## src/spr_check_defines.vh

```
`ifndef SPR_CHECK_DEFINES_VH
`define SPR_CHECK_DEFINES_VH

// Register numbers (10-bit special register number space)
`define SPECIAL_REG_NUMBER_COUNT          10'h009
`define SPECIAL_REG_NUMBER_DOWN_CNT       10'h016
`define SPECIAL_REG_NUMBER_DOWN_RELOAD    10'h036
`define SPECIAL_REG_NUMBER_CRIT_SR0       10'h03a
`define SPECIAL_REG_NUMBER_CRIT_SR1       10'h03b
`define SPECIAL_REG_NUMBER_DATA_FAULT     10'h03d
`define SPECIAL_REG_NUMBER_DBG_STATUS     10'h130
`define SPECIAL_REG_NUMBER_DBG_STATUS_WR  10'h132
`define SPECIAL_REG_NUMBER_CPU_CTRL       10'h133
`define SPECIAL_REG_NUMBER_DBG_CTRL0      10'h134
`define SPECIAL_REG_NUMBER_DBG_CTRL1      10'h135
`define SPECIAL_REG_NUMBER_DBG_CTRL2      10'h136
`define SPECIAL_REG_NUMBER_DADDR_CMP1     10'h13c
`define SPECIAL_REG_NUMBER_DADDR_CMP2     10'h13d
`define SPECIAL_REG_NUMBER_ATB_LOWER      10'h20e
`define SPECIAL_REG_NUMBER_ATB_UPPER      10'h20f
`define SPECIAL_REG_NUMBER_DBG_CTRL4      10'h233
`define SPECIAL_REG_NUMBER_DBG_SR0        10'h23e
`define SPECIAL_REG_NUMBER_DBG_SR1        10'h23f
`define SPECIAL_REG_NUMBER_DBG_ACQ        10'h240
`define SPECIAL_REG_NUMBER_CORE_DEV_CS    10'h2b8
`define SPECIAL_REG_NUMBER_EPID_LOAD      10'h3b3
`define SPECIAL_REG_NUMBER_DBG_EVENT      10'h3cf
`define SPECIAL_REG_NUMBER_BRANCH_CS      10'h3f5

// Access classes, one-hot; CLS_NONE is all zero
`define CLS_NONE            8'h00
`define CLS_USER            8'h01
`define CLS_USER_RO         8'h02
`define CLS_GSUP            8'h04
`define CLS_GSUP_RO         8'h08
`define CLS_HYP             8'h10
`define CLS_HYP_RO          8'h20
`define CLS_HYP_WO          8'h40
`define CLS_HYP_RCLR        8'h80

// Storage slot indices
`define SLOT_W              5
`define NUM_SLOTS           22
`define SLOT_NONE           5'h1f

// Reset values of stored registers
`define SPR_RESET_VAL       32'h0000_0000

`endif

```

## src/spr_access_privilege_check.v

```verilog
// Notes on behaviour
// User class reads and writes anywhere; user read-only reads anywhere, never written.
// Guest-supervisor class allowed whenever user mode is off; read-only variant only reads.
// Hypervisor classes only with guest and user bits both zero; variant limits direction.
// Read/clear register write clears bits set in operand, keeps the others.
// Unimplemented register number raises illegal-operation regardless of mode bits.
// Read of write-only or write of read-only raises illegal-operation.
// Implemented privileged register touched in user mode raises privilege-operation.
// User mode on unimplemented privileged number gives illegal-operation, not privilege.
// Hypervisor register touched in guest supervisor state raises hypervisor privilege.
// Class names least privilege; more privileged states are also allowed.
// Numbers 526 and 527 read alternate time base halves, user level, never written.
// Number 304 is read/clear debug status; 306 writes the same debug status.
// Numbers 576 and 975 are user readable and writable.
// On any exception, target register and destination operand stay unchanged.
`timescale 1ns/10ps

module spr_access_privilege_check #(
    parameter DATA_W = 32
) (
    input  wire              ref_clk,
    input  wire              rst,
    input  wire              move_valid,
    input  wire              move_is_write,
    input  wire [9:0]        special_reg_number,
    input  wire [DATA_W-1:0] general_operand_reg,
    input  wire              user_mode_bit,
    input  wire              guest_state_bit,
    input  wire [63:0]       alt_timebase,
    input  wire [DATA_W-1:0] debug_status_set,
    output reg               move_done,
    output reg  [DATA_W-1:0] read_data,
    output reg               read_data_valid,
    output reg               illegal_op_exc,
    output reg               privilege_op_exc,
    output reg               hyp_privilege_exc,
    output wire [DATA_W-1:0] debug_status,
    output wire [DATA_W-1:0] embedded_cpu_control,
    output wire [DATA_W-1:0] debug_control_0,
    output wire [DATA_W-1:0] branch_unit_ctrl_status
);

`include "spr_check_defines.vh"

    localparam NUM_SLOTS = `NUM_SLOTS;
    localparam DBG_SLOT  = 5'h06;

    wire [7:0] reg_class;
    wire [4:0] reg_slot;

    reg  [DATA_W-1:0] slot_q [0:NUM_SLOTS-1];

    reg  can_read;
    reg  can_write;
    reg  implemented;
    reg  allowed;
    reg  is_hyp_class;
    reg  illegal_d;
    reg  priv_d;
    reg  hyp_d;
    wire is_dbg_clear;
    wire commit_write;
    reg  [DATA_W-1:0] rd_value;

    spr_class_decode u_decode (
        .special_reg_number (special_reg_number),
        .reg_class          (reg_class),
        .reg_slot           (reg_slot)
    );

    // Direction and privilege screening; hypervisor state passes every lower class
    always @* begin
        implemented  = (reg_class != `CLS_NONE);
        can_read     = 1'b0;
        can_write    = 1'b0;
        allowed      = 1'b0;
        is_hyp_class = 1'b0;
        case (reg_class)
            `CLS_USER: begin                                      // see R1
                can_read  = 1'b1;
                can_write = 1'b1;
                allowed   = 1'b1;
            end
            `CLS_USER_RO: begin                                   // see R1
                can_read  = 1'b1;
                allowed   = 1'b1;
            end
            `CLS_GSUP: begin
                can_read  = 1'b1;
                can_write = 1'b1;
                allowed   = ~user_mode_bit;                       // see R2
            end
            `CLS_GSUP_RO: begin
                can_read  = 1'b1;
                allowed   = ~user_mode_bit;
            end
            `CLS_HYP, `CLS_HYP_RCLR: begin
                can_read     = 1'b1;
                can_write    = 1'b1;
                is_hyp_class = 1'b1;
                allowed      = ~user_mode_bit & ~guest_state_bit;
            end
            `CLS_HYP_RO: begin
                can_read     = 1'b1;
                is_hyp_class = 1'b1;
                allowed      = ~user_mode_bit & ~guest_state_bit;
            end
            `CLS_HYP_WO: begin
                can_write    = 1'b1;
                is_hyp_class = 1'b1;
                allowed      = ~user_mode_bit & ~guest_state_bit;
            end
            default: begin
                allowed = 1'b0;
            end
        endcase
    end

    // Exception priority: illegal first, then user privilege, then guest hypervisor
    always @* begin
        illegal_d = 1'b0;
        priv_d    = 1'b0;
        hyp_d     = 1'b0;
        if (!implemented) begin
            illegal_d = 1'b1;                                     // see R5
        end else if (move_is_write ? !can_write : !can_read) begin
            illegal_d = 1'b1;
        end else if (!allowed && user_mode_bit) begin
            priv_d = 1'b1;
        end else if (!allowed && is_hyp_class) begin
            hyp_d = 1'b1;
        end
    end

    assign is_dbg_clear = (reg_class == `CLS_HYP_RCLR);
    assign commit_write = move_valid & move_is_write & ~illegal_d & ~priv_d & ~hyp_d;

    // Read mux; time base halves come straight from the running counter
    always @* begin
        rd_value = {DATA_W{1'b0}};
        if (special_reg_number == `SPECIAL_REG_NUMBER_ATB_LOWER)
            rd_value = alt_timebase[31:0];
        else if (special_reg_number == `SPECIAL_REG_NUMBER_ATB_UPPER)
            rd_value = alt_timebase[63:32];
        else if (reg_slot != `SLOT_NONE)
            rd_value = slot_q[reg_slot];
    end

    // Storage slots; debug status also collects hardware events, set beats clear
    genvar gi;
    generate
        for (gi = 0; gi < NUM_SLOTS; gi = gi + 1) begin : g_slot
            always @(posedge ref_clk or posedge rst) begin
                if (rst) begin
                    slot_q[gi] <= `SPR_RESET_VAL;
                end else if (gi == DBG_SLOT) begin
                    if (commit_write && reg_slot == gi && is_dbg_clear)
                        slot_q[gi] <= (slot_q[gi] & ~general_operand_reg)
                                      | debug_status_set;          // see R4
                    else if (commit_write && reg_slot == gi)
                        slot_q[gi] <= general_operand_reg | debug_status_set;
                    else
                        slot_q[gi] <= slot_q[gi] | debug_status_set;
                end else if (commit_write && reg_slot == gi) begin
                    slot_q[gi] <= general_operand_reg;
                end
            end
        end
    endgenerate

    // One-cycle answer; a refused move neither completes nor returns data
    always @(posedge ref_clk or posedge rst) begin
        if (rst) begin
            move_done         <= 1'b0;
            read_data         <= {DATA_W{1'b0}};
            read_data_valid   <= 1'b0;
            illegal_op_exc    <= 1'b0;
            privilege_op_exc  <= 1'b0;
            hyp_privilege_exc <= 1'b0;
        end else begin
            move_done         <= move_valid & ~illegal_d & ~priv_d & ~hyp_d;
            illegal_op_exc    <= move_valid & illegal_d;
            privilege_op_exc  <= move_valid & priv_d;
            hyp_privilege_exc <= move_valid & hyp_d;
            read_data_valid   <= move_valid & ~move_is_write & ~illegal_d & ~priv_d & ~hyp_d;
            if (move_valid && !move_is_write && !illegal_d && !priv_d && !hyp_d)
                read_data <= rd_value;
        end
    end

    // Register contents that steer other core logic
    assign debug_status            = slot_q[DBG_SLOT];
    assign embedded_cpu_control    = slot_q[5'h07];
    assign debug_control_0         = slot_q[5'h08];
    assign branch_unit_ctrl_status = slot_q[5'h14];

endmodule // spr_access_privilege_check

```

## src/spr_class_decode.v

```verilog
`timescale 1ns/10ps

// Maps a register number to its access class and storage slot
module spr_class_decode (
    input  wire [9:0] special_reg_number,
    output reg  [7:0] reg_class,
    output reg  [4:0] reg_slot
);

`include "spr_check_defines.vh"

    // Pure lookup; unlisted numbers fall to the no-class default
    always @* begin
        reg_class = `CLS_NONE;
        reg_slot  = `SLOT_NONE;
        case (special_reg_number)
            `SPECIAL_REG_NUMBER_COUNT:         begin reg_class = `CLS_USER;     reg_slot = 5'h00; end
            `SPECIAL_REG_NUMBER_DOWN_CNT:      begin reg_class = `CLS_HYP;      reg_slot = 5'h01; end
            `SPECIAL_REG_NUMBER_DOWN_RELOAD:   begin reg_class = `CLS_HYP;      reg_slot = 5'h02; end
            `SPECIAL_REG_NUMBER_CRIT_SR0:      begin reg_class = `CLS_HYP;      reg_slot = 5'h03; end
            `SPECIAL_REG_NUMBER_CRIT_SR1:      begin reg_class = `CLS_HYP;      reg_slot = 5'h04; end
            `SPECIAL_REG_NUMBER_DATA_FAULT:    begin reg_class = `CLS_GSUP;     reg_slot = 5'h05; end
            `SPECIAL_REG_NUMBER_DBG_STATUS:    begin reg_class = `CLS_HYP_RCLR; reg_slot = 5'h06; end
            `SPECIAL_REG_NUMBER_DBG_STATUS_WR: begin reg_class = `CLS_HYP;      reg_slot = 5'h06; end
            `SPECIAL_REG_NUMBER_CPU_CTRL:      begin reg_class = `CLS_HYP;      reg_slot = 5'h07; end
            `SPECIAL_REG_NUMBER_DBG_CTRL0:     begin reg_class = `CLS_HYP;      reg_slot = 5'h08; end
            `SPECIAL_REG_NUMBER_DBG_CTRL1:     begin reg_class = `CLS_HYP;      reg_slot = 5'h09; end
            `SPECIAL_REG_NUMBER_DBG_CTRL2:     begin reg_class = `CLS_HYP;      reg_slot = 5'h0a; end
            `SPECIAL_REG_NUMBER_DADDR_CMP1:    begin reg_class = `CLS_HYP;      reg_slot = 5'h0b; end
            `SPECIAL_REG_NUMBER_DADDR_CMP2:    begin reg_class = `CLS_HYP;      reg_slot = 5'h0c; end
            `SPECIAL_REG_NUMBER_ATB_LOWER:     begin reg_class = `CLS_USER_RO;  reg_slot = `SLOT_NONE; end
            `SPECIAL_REG_NUMBER_ATB_UPPER:     begin reg_class = `CLS_USER_RO;  reg_slot = `SLOT_NONE; end
            `SPECIAL_REG_NUMBER_DBG_CTRL4:     begin reg_class = `CLS_HYP;      reg_slot = 5'h0d; end
            `SPECIAL_REG_NUMBER_DBG_SR0:       begin reg_class = `CLS_HYP;      reg_slot = 5'h0e; end
            `SPECIAL_REG_NUMBER_DBG_SR1:       begin reg_class = `CLS_HYP;      reg_slot = 5'h0f; end
            `SPECIAL_REG_NUMBER_DBG_ACQ:       begin reg_class = `CLS_USER;     reg_slot = 5'h10; end
            `SPECIAL_REG_NUMBER_CORE_DEV_CS:   begin reg_class = `CLS_HYP;      reg_slot = 5'h11; end
            `SPECIAL_REG_NUMBER_EPID_LOAD:     begin reg_class = `CLS_GSUP;     reg_slot = 5'h12; end
            `SPECIAL_REG_NUMBER_DBG_EVENT:     begin reg_class = `CLS_USER;     reg_slot = 5'h13; end
            `SPECIAL_REG_NUMBER_BRANCH_CS:     begin reg_class = `CLS_HYP;      reg_slot = 5'h14; end
            default:             begin reg_class = `CLS_NONE;     reg_slot = `SLOT_NONE; end
        endcase
    end

endmodule // spr_class_decode

```

## config.mk

```make
export PLATFORM = sky130hd
export DESIGN_NAME = spr_access_privilege_check
export DESIGN_NICKNAME = d
export VERILOG_FILES = /design/src/spr_access_privilege_check.v /design/src/spr_class_decode.v
export VERILOG_INCLUDE_DIRS = /design/src
export SDC_FILE = /design/constraint.sdc
export NUM_CORES = 2
export LEC_CHECK = 0
export BUFFER_PORTS_ARGS = -buffer_cell sky130_fd_sc_hd__buf_2
export CAP_MARGIN = 20
export CELL_PAD_IN_SITES_DETAIL_PLACEMENT = 0
export CELL_PAD_IN_SITES_GLOBAL_PLACEMENT = 2
export CORE_MARGIN = 5
export CORE_UTILIZATION = 30
export CTS_CLUSTER_SIZE = 14
export DETAILED_ROUTE_END_ITERATION = 6
export PLACE_DENSITY = 0.61
export SETUP_SLACK_MARGIN = 0.2
export SYNTH_ARGS = -nofsm -noshare
export SYNTH_HDL_FRONTEND = slang
export SYNTH_SLANG_ARGS = --single-unit
```

## constraint.sdc

```tcl
create_clock -name ref_clk -period 28.4 [get_ports ref_clk]
set_clock_uncertainty 0.1 [all_clocks]
set_input_delay 1.42 -clock ref_clk [delete_from_list [all_inputs] [get_ports ref_clk]]
set_output_delay 1.42 -clock ref_clk [all_outputs]
set_load 0.005 [all_outputs]
```

==> impl_metrics.json <==
{
  "outcome": "complete, no violations",
  "hold_class": "reg2reg",
  "drcViolationCount": 0,
  "cts_root_buf": "clkbuf_16",
  "track_usage_pct": 22.9,
  "max_cap_violations": 0,
  "finalCritPeriodShare_pct": 23.0,
  "yosys.area.top_type_share_pct": 51.3,
  "core_area_um2": 114000,
  "synth_seq_cells": 709,
  "gp_congestion": 0.810,
  "ys_seq_area_share_pct": 51.3,
  "yosysUniqueCellTypes": 79,
  "final_cells": 4652,
  "power_mw": 2.26,
  "relSlewSlack_pct": 31.3,
  "setup_viol": 0,
  "drt_first_pass_iters": 6,
  "die_area_um2": 122000,
  "grt_max_degree": 144,
  "final_cell_mix": "dfrtp_1, mux2_2, buf_2",
  "power_frac_clock_pct": 50.7,
  "grt_pass1_wl_um": 204000,
  "tightest_slew_ps": 1030,
  "synthesis.instances": 3002,
  "report.final.slew_viol_count": 0,
  "nets": 3214,
  "intPower_mw": 1.72,
  "start_util_pct": 30.2,
  "place_area_um2": 36600,
  "end_kind": "register",
  "syn2layout_area_growth_pct": 14.7,
  "mostFrequentLayoutCell": "dfrtp_1",
  "antenna_cells": 0,
  "htree_levels": 3,
  "wirelength_um": 143000,
  "startpoint": "special_reg_number[0]",
  "r2r-start": "debug_control_0[25]",
  "setup_ws_ps": 21870,
  "power_frac_comb_pct": 4.3,
  "syn_nets": 3146,
  "p_sw_uw": 544,
  "die_w_um": 349,
  "hpwlAfterDp_um": 83500,
  "vias_per_cell": 5.51,
  "nFillCells": 11365,
  "final_layout_size_suffix_gt1_share_pct": 34.5,
  "synth_flop_cell": "dfrtp_1",
  "grt-ovfl-total": 0,
  "clock.fmax_mhz": 153,
  "yosys_warnings": 0,
  "synthTopCellsByArea": "dfrtp_1, mux2_2, mux2_1",
  "worstPathArrival_ps": 6960,
  "tns_ps": 0,
  "cts_buffer_depth": 3,
  "cts_hold_buf": 0,
  "leakage_nw": 19.4,
  "vdd_drop_max_v": 0.0000395,
  "power_switching_share_pct": 24.0,
  "hp-start": "read_data[19]",
  "cts_sinks": 709,
  "critPathKind": "in2reg",
  "grt_antenna_before_repair": 10,
  "finalInstanceArea_um2": 39600,
  "cts-buffers-inserted": 87,
  "cp_data_required_time_ps": 28830,
  "powerDensity_nw_per_um2": 57.1,
  "final_antenna_net_count": 0,
  "avgSynthCellArea_um2": 11.5,
  "die_height_um": 349,
  "hold_viol": 0,
  "cts_setup_buffers": 0,
  "port_buffers": 308,
  "path_clk_slew_ps": 50,
  "cts_resized": 0,
  "synth_edf_count": 0,
  "dp.cells": 4488,
  "grt_pass1_vias": 26807,
  "syn_area_um2": 34600,
  "tritoncts": "built",
  "avgRoutedWirePerCell_um": 30.6,
  "min_period_ps": 6530,
  "hold_ws_ps": 379,
  "power_frac_seq_pct": 45.0,
  "drtIter0Drc": 2107,
  "clock_latency_ps": 670,
  "rows": 124,
  "final_util_pct": 34.7,
  "yosysTopAreaCell": "dfrtp_1",
  "rsz0062_at_grt": "no",
  "path_max_fanout": 55,
  "pre_cts_slack_ps": 21240,
  "synthArstFlopShare_pct": 100,
  "vias": 25610,
  "ios": 309,
  "worstSetupStartpointType": "input port"
}
cell type report:
type / instances / area (um^2) / area share, %
clock buffers: 126 / 2510 / 6.34
clock inverters: 33 / 415 / 1.05
inverters: 14 / 60.1 / 0.152
multi-input cells: 1883 / 14900 / 37.5
flip-flops and latches: 709 / 17700 / 44.8
well taps: 1512 / 1890 / 4.77
repair buffers: 375 / 2160 / 5.45
layer usage:
layer  up-vias  track usage, %  share of wire [%]
met5         -               0                  0
met4         0            6.07                2.4
met3       165            4.28                6.3
met2       881            37.1                 47
met1     13703            31.7                 45
li1      10861               -                  -
logic make-up (layout without fill, tap and decap cells):
kind of cell           count (synthesis)  after routing  synth area share, %
multiplexers                         719            719                 23.2
AO/OA/AOI/OAI                        570            570                 10.6
XOR/XNOR                               2              2               0.0507
flip-flops                           709            709                 51.3
AND/OR/NAND/NOR                      592            592                 8.36
buffers and inverters                410            548                 6.39
synthesized netlist by cell type (all sizes together) (10+ instances only):
library cell / n
a2111oi: 15
a31oi: 19
o21ai: 146
nor2: 115
nor4: 10
clkbuf: 127
o221ai: 43
nand4: 21
o22ai: 32
mux2i: 58
a211oi: 16
dfrtp: 709
buf: 269
a21oi: 175
inv: 14
a221oi: 20
a221o: 21
o211ai: 12
nand2: 271
nor3: 39
a22oi: 13
mux2: 661
nand3: 72
power groups by stage:
stage	Combinational, mW	Clock (mW)	Sequential [mW]
finish	0.0977	1.15	1.02
global route	0.108	1.21	1.02
CTS	0.0971	1.17	1.02
detailed placement	0.0970	0	1.04
global placement	0.0949	0	1.04
floorplan	0.0496	0	1.04
worst max-delay path, stage by stage:
cell and delay, ps:
buf_4 170, buf_4 710, nor2b_1 420, nor4_4 90, a41oi_1 610, and4_4 640
buf_4 430, a21oi_4 40, buf_4 420, nor3_4 940, buf_4 540, mux2_2 390
sequential cells by signal (all words and copies together), names as in the netlist:
name	count
branch_unit_ctrl_status	32
debug_control_0	32
embedded_cpu_control	32
read_data	32
illegal_op_exc	1
read_data_valid	1
privilege_op_exc	1
move_done	1
debug_status	32
slot_q	544
hyp_privilege_exc	1
path summary, 6_finish.rpt:
path,to,cells after the start,slack (ps)
max in group asynchronous,slot_q[122],5,24550
hold / removal,read_data[19],1,380
setup / recovery,embedded_cpu_control[13],12,21870
setup reg to reg,read_data[25],5,26170
hold reg to reg,read_data[19],1,380
min in group asynchronous,branch_unit_ctrl_status[10],2,680
Note: power is estimated with default switching activity, not from simulation.
